File: src/design/sdo_pkg.sv
// Purpose: Shared constants for the SDRAM pin override and refresh check block
// Assumes: APB with 32-bit data, one register per aligned word
// Notes: Printed offsets are not all multiples of four, so they are indices

package sdo_pkg;

   // Register indices as printed; byte address is four times the index
   localparam logic [11:0] IDX_CTRL = 12'h0250;
   localparam logic [11:0] IDX_REFRESH_CNT = 12'h0252;
   localparam logic [11:0] IDX_LATE_LIMIT = 12'h0254;
   localparam logic [11:0] IDX_IDLE_ADDR = 12'h0256;
   localparam logic [11:0] IDX_MAN_ADDR = 12'h0258;
   localparam logic [11:0] IDX_CMD_LEVELS = 12'h025a;
   localparam logic [11:0] IDX_LATE_STAT = 12'h025c;
   localparam logic [11:0] IDX_INT_MASK = 12'h025e;

   // Reset values
   localparam logic [15:0] RST_CTRL = 16'h0000;
   localparam logic [15:0] RST_REFRESH_CNT = 16'h0400;
   localparam logic [15:0] RST_LATE_LIMIT = 16'h0200;
   localparam logic [15:0] RST_IDLE_ADDR = 16'h0000;
   localparam logic [15:0] RST_MAN_ADDR = 16'h0000;
   localparam logic [15:0] RST_CMD_LEVELS = 16'h003f;

   // Control register fields
   localparam int CTRL_EN_A = 0;
   localparam int CTRL_EN_B = 1;
   localparam int CTRL_MAN_A = 2;
   localparam int CTRL_MAN_B = 3;

   // Command line level fields
   localparam int CMD_CAS_IDLE = 0;
   localparam int CMD_RAS_IDLE = 1;
   localparam int CMD_WE_IDLE = 2;
   localparam int CMD_CAS_MAN = 3;
   localparam int CMD_RAS_MAN = 4;
   localparam int CMD_WE_MAN = 5;

   // Address field width and status bits
   localparam int ADDR_W = 14;
   localparam int STAT_LATE_A = 0;
   localparam int STAT_LATE_B = 1;

   // Pin override mode
   typedef enum logic [1:0] {
      SDO_NORMAL,
      SDO_IDLE,
      SDO_MANUAL
   } sdo_mode_t;

endpackage

File: src/design/sdo_refresh_check.sv
// Purpose: Per-bank refresh schedule and lateness check
// Assumes: refresh_done pulses once per refresh actually issued
// Notes: Owed count saturates; error pulses when it first exceeds the limit

`timescale 1ns/10ps
`default_nettype none

module sdo_refresh_check #(
   parameter int CW = 16
) (
   input wire logic mclk,
   input wire logic rstn,
   input wire logic run,
   input wire logic [CW-1:0] interval,
   input wire logic [CW-1:0] limit,
   input wire logic refresh_done,
   output logic refresh_req,
   output logic late_error
);
   logic [CW-1:0] tick; // Cycles since last scheduled refresh
   logic [CW-1:0] owed; // Refreshes behind schedule
   logic over; // Already reported
   wire due = run && (tick >= interval - CW'(1)); // Schedule point
   wire [CW-1:0] next_owed = (due && !refresh_done && owed != '1) ? owed + CW'(1) :
                             (!due && refresh_done && owed != '0) ? owed - CW'(1) : owed;
   wire next_over = next_owed > limit;

   assign refresh_req = owed != '0;

   // Schedule counter and lateness tracking
   // Counter wraps at the interval, one refresh owed per wrap
   // A done pulse on the same cycle cancels the new debt
   // Owed count saturates so it never wraps to zero
   always_ff @(posedge mclk) begin
      if (!rstn || !run) begin
         tick <= '0;
         owed <= '0;
         over <= 1'b0;
         late_error <= 1'b0;
      end else begin
         tick <= due ? '0 : tick + CW'(1);
         owed <= next_owed;
         over <= next_over;
         late_error <= next_over && !over;
      end
   end
endmodule

`default_nettype wire

File: src/design/sdo_top.sv
// Purpose: SDRAM pin override and refresh lateness check with APB registers
// Assumes: APB slave, zero wait states; normal scheduler drives the *_ctl inputs
// Notes: Lateness events set sticky status, cleared by reading it
// Operation
// - 16-bit lateness limit, reset 0x0200, errors beyond
// - Disabled bank drives idle address value
// - Manual pulse drives manual address one cycle
// - Disabled bank drives CAS RAS WE idle bits
// - Manual pulse drives CAS RAS WE manual bits
// - Enable bits 0 and 1 for banks A, B
// - Self-clearing pulse bits 2 and 3 per bank
// - Refresh interval count, reset 0x0400
//
// Implementation choice: the APB register port.

`timescale 1ns/10ps
`default_nettype none

module sdo_top
   import sdo_pkg::*;
#(
   parameter int AW = sdo_pkg::ADDR_W
) (
   input wire logic mclk,
   input wire logic rstn,
   // APB slave
   input wire logic psel,
   input wire logic penable,
   input wire logic pwrite,
   input wire logic [15:0] paddr,
   input wire logic [31:0] pwdata,
   output logic [31:0] prdata,
   output logic pready,
   output logic pslverr,
   // Normal controller pins, bank A and B
   input wire logic [AW-1:0] ctl_addr_a,
   input wire logic ctl_cas_a,
   input wire logic ctl_ras_a,
   input wire logic ctl_we_a,
   input wire logic [AW-1:0] ctl_addr_b,
   input wire logic ctl_cas_b,
   input wire logic ctl_ras_b,
   input wire logic ctl_we_b,
   input wire logic refresh_done_a,
   input wire logic refresh_done_b,
   output logic refresh_req_a,
   output logic refresh_req_b,
   // SDRAM pins
   output logic [AW-1:0] sdram_addr_a,
   output logic sdram_cas_a,
   output logic sdram_ras_a,
   output logic sdram_we_a,
   output logic [AW-1:0] sdram_addr_b,
   output logic sdram_cas_b,
   output logic sdram_ras_b,
   output logic sdram_we_b,
   output logic irq
);
   import sdo_pkg::*;

   // Registers
   logic [15:0] ctrl; // Enables; pulse bits never stored
   logic [15:0] refresh_cnt;
   logic [15:0] late_limit;
   logic [15:0] idle_addr;
   logic [15:0] man_addr;
   logic [15:0] cmd_levels;
   logic [1:0] late_stat; // Sticky lateness flags
   logic [1:0] int_mask;
   logic [1:0] man_pend; // One-cycle manual drive per bank

   // APB decode, byte address is four times the index
   // Register map notes:
   // Each register sits in the low half of one aligned word
   // Upper half of every word reads as zero
   // A stray low address bit makes the access unmapped
   // Unmapped writes are dropped; unknown indices read zero, unaligned reads return the register
   // The error flag is only raised in the access phase
   // Decode is purely combinational off the request signals
   wire [13:0] idx = paddr[15:2];
   wire access = psel && penable;
   wire wr = access && pwrite;
   wire rd = access && !pwrite;
   wire hit_ctrl = idx == 14'(IDX_CTRL);
   wire hit_cnt = idx == 14'(IDX_REFRESH_CNT);
   wire hit_lim = idx == 14'(IDX_LATE_LIMIT);
   wire hit_idle = idx == 14'(IDX_IDLE_ADDR);
   wire hit_man = idx == 14'(IDX_MAN_ADDR);
   wire hit_cmd = idx == 14'(IDX_CMD_LEVELS);
   wire hit_stat = idx == 14'(IDX_LATE_STAT);
   wire hit_mask = idx == 14'(IDX_INT_MASK);
   wire mapped = hit_ctrl | hit_cnt | hit_lim | hit_idle | hit_man | hit_cmd | hit_stat
                 | hit_mask;
   wire unmapped = !mapped || paddr[1:0] != 2'b00;

   // Enables and manual trigger
   // Manual trigger notes:
   // The trigger looks at the enable value being written
   // A write that enables a bank cannot also pulse it
   // Pulse bits are never stored, so they read back as zero
   // Both banks may be pulsed by one write
   wire en_a = ctrl[CTRL_EN_A];
   wire en_b = ctrl[CTRL_EN_B];
   wire [1:0] man_hit = {wr && !unmapped && hit_ctrl && pwdata[CTRL_MAN_B] && !pwdata[CTRL_EN_B],
                         wr && !unmapped && hit_ctrl && pwdata[CTRL_MAN_A] && !pwdata[CTRL_EN_A]};
   wire [1:0] late_ev;

   // Zero-wait answer
   assign pready = 1'b1;
   assign pslverr = access && unmapped;
   assign irq = |(late_stat & int_mask);

   // Register writes
   // Writes land at the access edge, psel and penable both high
   // Every field keeps its value until software writes it again
   // Bits above the address field are stored but never driven
   // Lateness limit and interval are shared by both banks
   // Mask holds one bit per bank, same layout as status
   always_ff @(posedge mclk) begin
      if (!rstn) begin
         ctrl <= RST_CTRL;
         refresh_cnt <= RST_REFRESH_CNT;
         late_limit <= RST_LATE_LIMIT;
         idle_addr <= RST_IDLE_ADDR;
         man_addr <= RST_MAN_ADDR;
         cmd_levels <= RST_CMD_LEVELS;
         int_mask <= 2'b00;
      end else if (wr && !unmapped) begin
         if (hit_ctrl) begin
            // Pulse bits self-clear, never stored
            ctrl <= pwdata[15:0] & ~(16'h0001 << CTRL_MAN_A) & ~(16'h0001 << CTRL_MAN_B);
         end
         if (hit_cnt) refresh_cnt <= pwdata[15:0];
         if (hit_lim) late_limit <= pwdata[15:0];
         if (hit_idle) idle_addr <= pwdata[15:0];
         if (hit_man) man_addr <= pwdata[15:0];
         if (hit_cmd) cmd_levels <= pwdata[15:0];
         if (hit_mask) int_mask <= pwdata[1:0];
      end
   end

   // Manual pulse lasts exactly one cycle
   // Pending flag is high in the cycle after the write edge
   // It drops on the next edge, so pins fall back to idle
   // A second pulse write may follow right away
   always_ff @(posedge mclk) begin
      if (!rstn) man_pend <= 2'b00;
      else man_pend <= man_hit;
   end

   // Sticky status, set wins over read clear
   // A lateness event in the clearing cycle is kept
   // Read data was latched in setup, so an event in the setup cycle is cleared unread
   always_ff @(posedge mclk) begin
      if (!rstn) late_stat <= 2'b00;
      else late_stat <= ((rd && hit_stat && !unmapped) ? 2'b00 : late_stat) | late_ev;
   end

   // Read data
   // Latched at the setup edge, valid through the access phase
   // Holds until the next read setup cycle
   // Status is captured here, then cleared at the access edge
   // Unknown indices read as zero
   always_ff @(posedge mclk) begin
      if (!rstn) begin
         prdata <= 32'h0000_0000;
      end else if (psel && !penable && !pwrite) begin
         case (1'b1)
            hit_ctrl: prdata <= {16'h0000, ctrl};
            hit_cnt: prdata <= {16'h0000, refresh_cnt};
            hit_lim: prdata <= {16'h0000, late_limit};
            hit_idle: prdata <= {16'h0000, idle_addr};
            hit_man: prdata <= {16'h0000, man_addr};
            hit_cmd: prdata <= {16'h0000, cmd_levels};
            hit_stat: prdata <= {30'h0000_0000, late_stat};
            hit_mask: prdata <= {30'h0000_0000, int_mask};
            default: prdata <= 32'h0000_0000;
         endcase
      end
   end

   // Mode per bank
   // Enabled bank: normal controller owns the pins
   // Disabled bank: idle values, or manual values for one cycle
   // Enable wins over a pending manual cycle
   sdo_mode_t mode_a, mode_b;
   assign mode_a = en_a ? SDO_NORMAL : (man_pend[0] ? SDO_MANUAL : SDO_IDLE);
   assign mode_b = en_b ? SDO_NORMAL : (man_pend[1] ? SDO_MANUAL : SDO_IDLE);

   // Pin output notes:
   // Pins are a plain mux, no extra register stage
   // Idle levels follow register writes in the next cycle
   // Manual levels appear only while the pending flag is high
   // Command lines are taken bit by bit from the level register
   // Hazard: a register write during a manual cycle shows at once
   // Software should not rewrite levels while a pulse is pending
   // Pin select, bank A
   always_comb begin
      case (mode_a)
         SDO_NORMAL: begin
            sdram_addr_a = ctl_addr_a;
            {sdram_we_a, sdram_ras_a, sdram_cas_a} = {ctl_we_a, ctl_ras_a, ctl_cas_a};
         end
         SDO_MANUAL: begin
            sdram_addr_a = man_addr[AW-1:0];
            sdram_cas_a = cmd_levels[CMD_CAS_MAN];
            sdram_ras_a = cmd_levels[CMD_RAS_MAN];
            sdram_we_a = cmd_levels[CMD_WE_MAN];
         end
         default: begin
            sdram_addr_a = idle_addr[AW-1:0];
            sdram_cas_a = cmd_levels[CMD_CAS_IDLE];
            sdram_ras_a = cmd_levels[CMD_RAS_IDLE];
            sdram_we_a = cmd_levels[CMD_WE_IDLE];
         end
      endcase
   end

   // Pin select, bank B
   always_comb begin
      case (mode_b)
         SDO_NORMAL: begin
            sdram_addr_b = ctl_addr_b;
            {sdram_we_b, sdram_ras_b, sdram_cas_b} = {ctl_we_b, ctl_ras_b, ctl_cas_b};
         end
         SDO_MANUAL: begin
            sdram_addr_b = man_addr[AW-1:0];
            sdram_cas_b = cmd_levels[CMD_CAS_MAN];
            sdram_ras_b = cmd_levels[CMD_RAS_MAN];
            sdram_we_b = cmd_levels[CMD_WE_MAN];
         end
         default: begin
            sdram_addr_b = idle_addr[AW-1:0];
            sdram_cas_b = cmd_levels[CMD_CAS_IDLE];
            sdram_ras_b = cmd_levels[CMD_RAS_IDLE];
            sdram_we_b = cmd_levels[CMD_WE_IDLE];
         end
      endcase
   end

   // Refresh schedule and lateness, one per bank
   // Each checker runs only while its bank is enabled
   // Disabling a bank clears its owed count and report state
   // One error pulse per overrun, re-armed once owed falls back to the limit
   // Pulses set the sticky status bits above
   // Refresh request stays high while any refresh is owed
   // Normal controller answers with one done pulse per refresh
   sdo_refresh_check #(.CW(16)) u_chk_a (
      .mclk(mclk),
      .rstn(rstn),
      .run(en_a),
      .interval(refresh_cnt),
      .limit(late_limit),
      .refresh_done(refresh_done_a),
      .refresh_req(refresh_req_a),
      .late_error(late_ev[STAT_LATE_A])
   );

   sdo_refresh_check #(.CW(16)) u_chk_b (
      .mclk(mclk),
      .rstn(rstn),
      .run(en_b),
      .interval(refresh_cnt),
      .limit(late_limit),
      .refresh_done(refresh_done_b),
      .refresh_req(refresh_req_b),
      .late_error(late_ev[STAT_LATE_B])
   );
endmodule

`default_nettype wire

File: config.mk
export PLATFORM = sky130hd
export DESIGN_NAME = sdo_top
export DESIGN_NICKNAME = d
export VERILOG_FILES = /design/src/design/sdo_pkg.sv /design/src/design/sdo_refresh_check.sv /design/src/design/sdo_top.sv
export SDC_FILE = /design/constraint.sdc
export NUM_CORES = 1
export LEC_CHECK = 0
export ABC_AREA = 1
export BUFFER_PORTS_ARGS = -buffer_cell sky130_fd_sc_hd__buf_2
export CAP_MARGIN = 0
export CORE_ASPECT_RATIO = 1.25
export CORE_UTILIZATION = 40
export DETAILED_ROUTE_END_ITERATION = 7
export HOLD_SLACK_MARGIN = 0.02
export MAX_ROUTING_LAYER = met4
export PLACE_DENSITY = 0.73
export REMOVE_ABC_BUFFERS = 1
export SYNTH_ARGS = -nofsm -noshare
export SYNTH_HDL_FRONTEND = slang
export SYNTH_SLANG_ARGS = --single-unit
export TNS_END_PERCENT = 1
File: constraint.sdc
create_clock -name mclk -period 4.5 [get_ports mclk]
set_clock_uncertainty 0.05 [all_clocks]
set_input_delay 0.225 -clock mclk [delete_from_list [all_inputs] [get_ports mclk]]
set_output_delay 0.225 -clock mclk [all_outputs]
set_load 0.05 [all_outputs]
==> results.cfg <==
[final_layout]
final_util = 0.472
layout-drive-gt1-share = 0.147
final_cell_mix = nand2_1 (417), nor2_1 (230), inv_1 (195)
layoutNonFillerInstCount = 2324
fin_nets = 2072
final_common_cell = nand2_1
area_growth_pct = 15.7
postLayoutCellArea_um2 = 13900

[logic_synthesis]
synthCells = 1798
syn_area_um2 = 12000
async_flop_share = 0
yosysTopAreaCell = dfxtp_1
synth.area.top_cells = dfxtp_1 (31%), nand2_1 (13%), nor2_1 (7.3%)
ys_warn_count = 0
yosys.cell_types.count = 51
synth_top_area_frac = 0.307
synth_edf_count = 0
synth-seq-cells = 184
synthFlopType = dfxtp_1
seq_area_frac_synth = 0.307
syn_avg_cell_area_um2 = 6.67

[place]
dp_cells = 2280
place_congestion = 0.939
dp_hpwl_um = 26300
dpl-instance-area_um2 = 13000
dpl_worst_slack_ns = -0.0868
numPortBuffers = 126

[setup_path]
worstSetupPathType = reg -> reg
worstReg2RegStart = refresh_cnt[2]$_SDFFE_PN0P_
cp-startpoint = refresh_cnt[2]$_SDFFE_PN0P_
start_kind = flip-flop
required_ns = 4.80
end_kind = flip-flop
critPathArrivalTime_ns = 4.77
worstPathMaxFanout = 4

[global_routing]
antenna_found_initial = 1
grtUsageTotal = 0.241
grt_max_degree = 47
first_global_vias = 11500
gr-total-overflow = 0
grt_first_pass_wirelength_um = 57100

[floorplanning]
die_area_um2 = 30700
chipHeight_um = 196
start_util = 0.408
core_um2 = 29300
fp.dieW_um = 157
rows = 70
io_pins = 160

[job]
drv_cap = 0

[timing]
setup_viol = 0
finalSetupTns_ns = 0
tightest_slew_ns = 1.08
holdWs_ns = 0.0372
rsz0062_at_grt = yes
period_share = 0.993
hold_violations = 0
finalCriticalPeriod_ns = 4.47
relSlewSlack = 0.280
setup_slack_ns = 0.0297
final_max_slew_viol_count = 0
max_freq_mhz = 224

[cts]
clock-sinks = 184
ctsHtreeMaxLevel = 4
clockBufferDepth = 2
tritoncts = yes
clk_pin_slew_ns = 0.07
cts_buffers = 17
clock_latency_ns = 0.44
cts_root_buffer = clkbuf_16

[routing]
vias = 12200
drt_iter0_drc = 1016
wl_um = 35000
drt_first_pass_iters = 7
routed_via_density = 5.23
postRouteAntennaNets = 0
wire_per_inst_um = 15.1
drcViolationCount = 0

[power_and_ir_drop]
p_total_mw = 3.17
leakage_nw = 6.55
irDropWorstVdd_v = 0.000261
power_per_cell_area_nw_per_um2 = 229

[hold_path]
hold_start = pwdata[1]
hold_class = in -> reg

[run_status]
status = finished, final reports clean
final cells by class:
| cell class | instances | area [µm²] |
|---|---|---|
| timing repair buffer | 167 | 1000 |
| inverter | 212 | 798 |
| clock buffer | 24 | 472 |
| fill | 2964 | 15500 |
| sequential | 184 | 3690 |
| clock inverter | 8 | 63.8 |
| antenna | 1 | 2.50 |
| multi-input combinational | 1332 | 7340 |
| tap | 396 | 495 |
final timing paths:
path / to / slack, ns / depth (start not counted)
hold reg to reg: u_chk_b.late_error$_SDFF_PP0_ / 0.35 / 1
hold / removal: int_mask[1]$_SDFFE_PN0P_ / 0.04 / 3
setup reg to reg: u_chk_a.late_error$_SDFF_PP0_ / 0.03 / 26
setup / recovery: u_chk_a.late_error$_SDFF_PP0_ / 0.03 / 26
routing by layer:
layer,GRT usage,up-vias,share of wire
li1,-,6104,-
met1,0.287,5577,0.43
met2,0.401,395,0.49
met3,0.0320,78,0.048
met4,0.107,0,0.036
met5,-,-,0
critical path, cell delays in order (launching register included):
cell and delay [ns]:
dfxtp_2 0.33, inv_2 0.08, nand3_4 0.09, nor3_4 0.21, nand3_2 0.13, nor4_4 0.28
nand3_2 0.13, xor2_2 0.18, ha_1 0.33, nand2_2 0.08, inv_2 0.06, nand3_2 0.06
nor2_1 0.11, nand4_1 0.10, nor2_1 0.13, nor2_1 0.07, nand2_2 0.16, nand3_2 0.16
or2_2 0.31, nand2_1 0.10, inv_1 0.05, ha_1 0.31, nand4_1 0.15, nor3_2 0.19
a21oi_1 0.10, a32o_2 0.26, nor3_2 0.18
timing repair:
action / in CTS / in global routing
buffers inserted: 0 / 7
gates cloned: 0 / 1
setup endpoints to repair: 4 / 4
endpoints found under the hold margin: 4 / 0
resized for setup: 2 / 56
pin swaps: 0 / 26
hold buffers: 3 / 0
report_power, final:
group	switching, mW	internal, mW
clock network	0.664	0.743
logic	0.102	0.0363
registers	0.00000102	1.63
cell families (layout without fill, tap and decap cells):
logic type,after synthesis,in the layout,share of synthesized area
simple gates,953,953,0.355
other cells,2,18,0.000627
flops,184,184,0.307
buf+inv,297,411,0.103
fa+ha+maj,69,69,0.0720
compound gates,228,228,0.115
xor+xnor,65,65,0.0475
state kept, by name (all words and copies together), names as in the netlist, 2 cells and up:
name / cells
u_chk_a.owed: 16
ctrl: 14
int_mask: 2
prdata: 16
cmd_levels: 16
idle_addr: 16
late_stat: 2
u_chk_a.tick: 16
refresh_cnt: 16
u_chk_b.owed: 16
u_chk_b.tick: 16
man_pend: 2
man_addr: 16
late_limit: 16
synthesized netlist by cell type (all sizes together), types with 6 or more instances:
cell type and number:
nor3 133, nor4 18, a22oi 34, clkbuf 36, ha 69, o2111ai 12
buf 49, nand2 429, nor3b 6, nand4 25, o21ai 55, a221oi 10
xor2 60, inv 210, nor2 243, a21oi 92, o211ai 7, dfxtp 184
nand3 91
(Power assumes the default switching activity.)
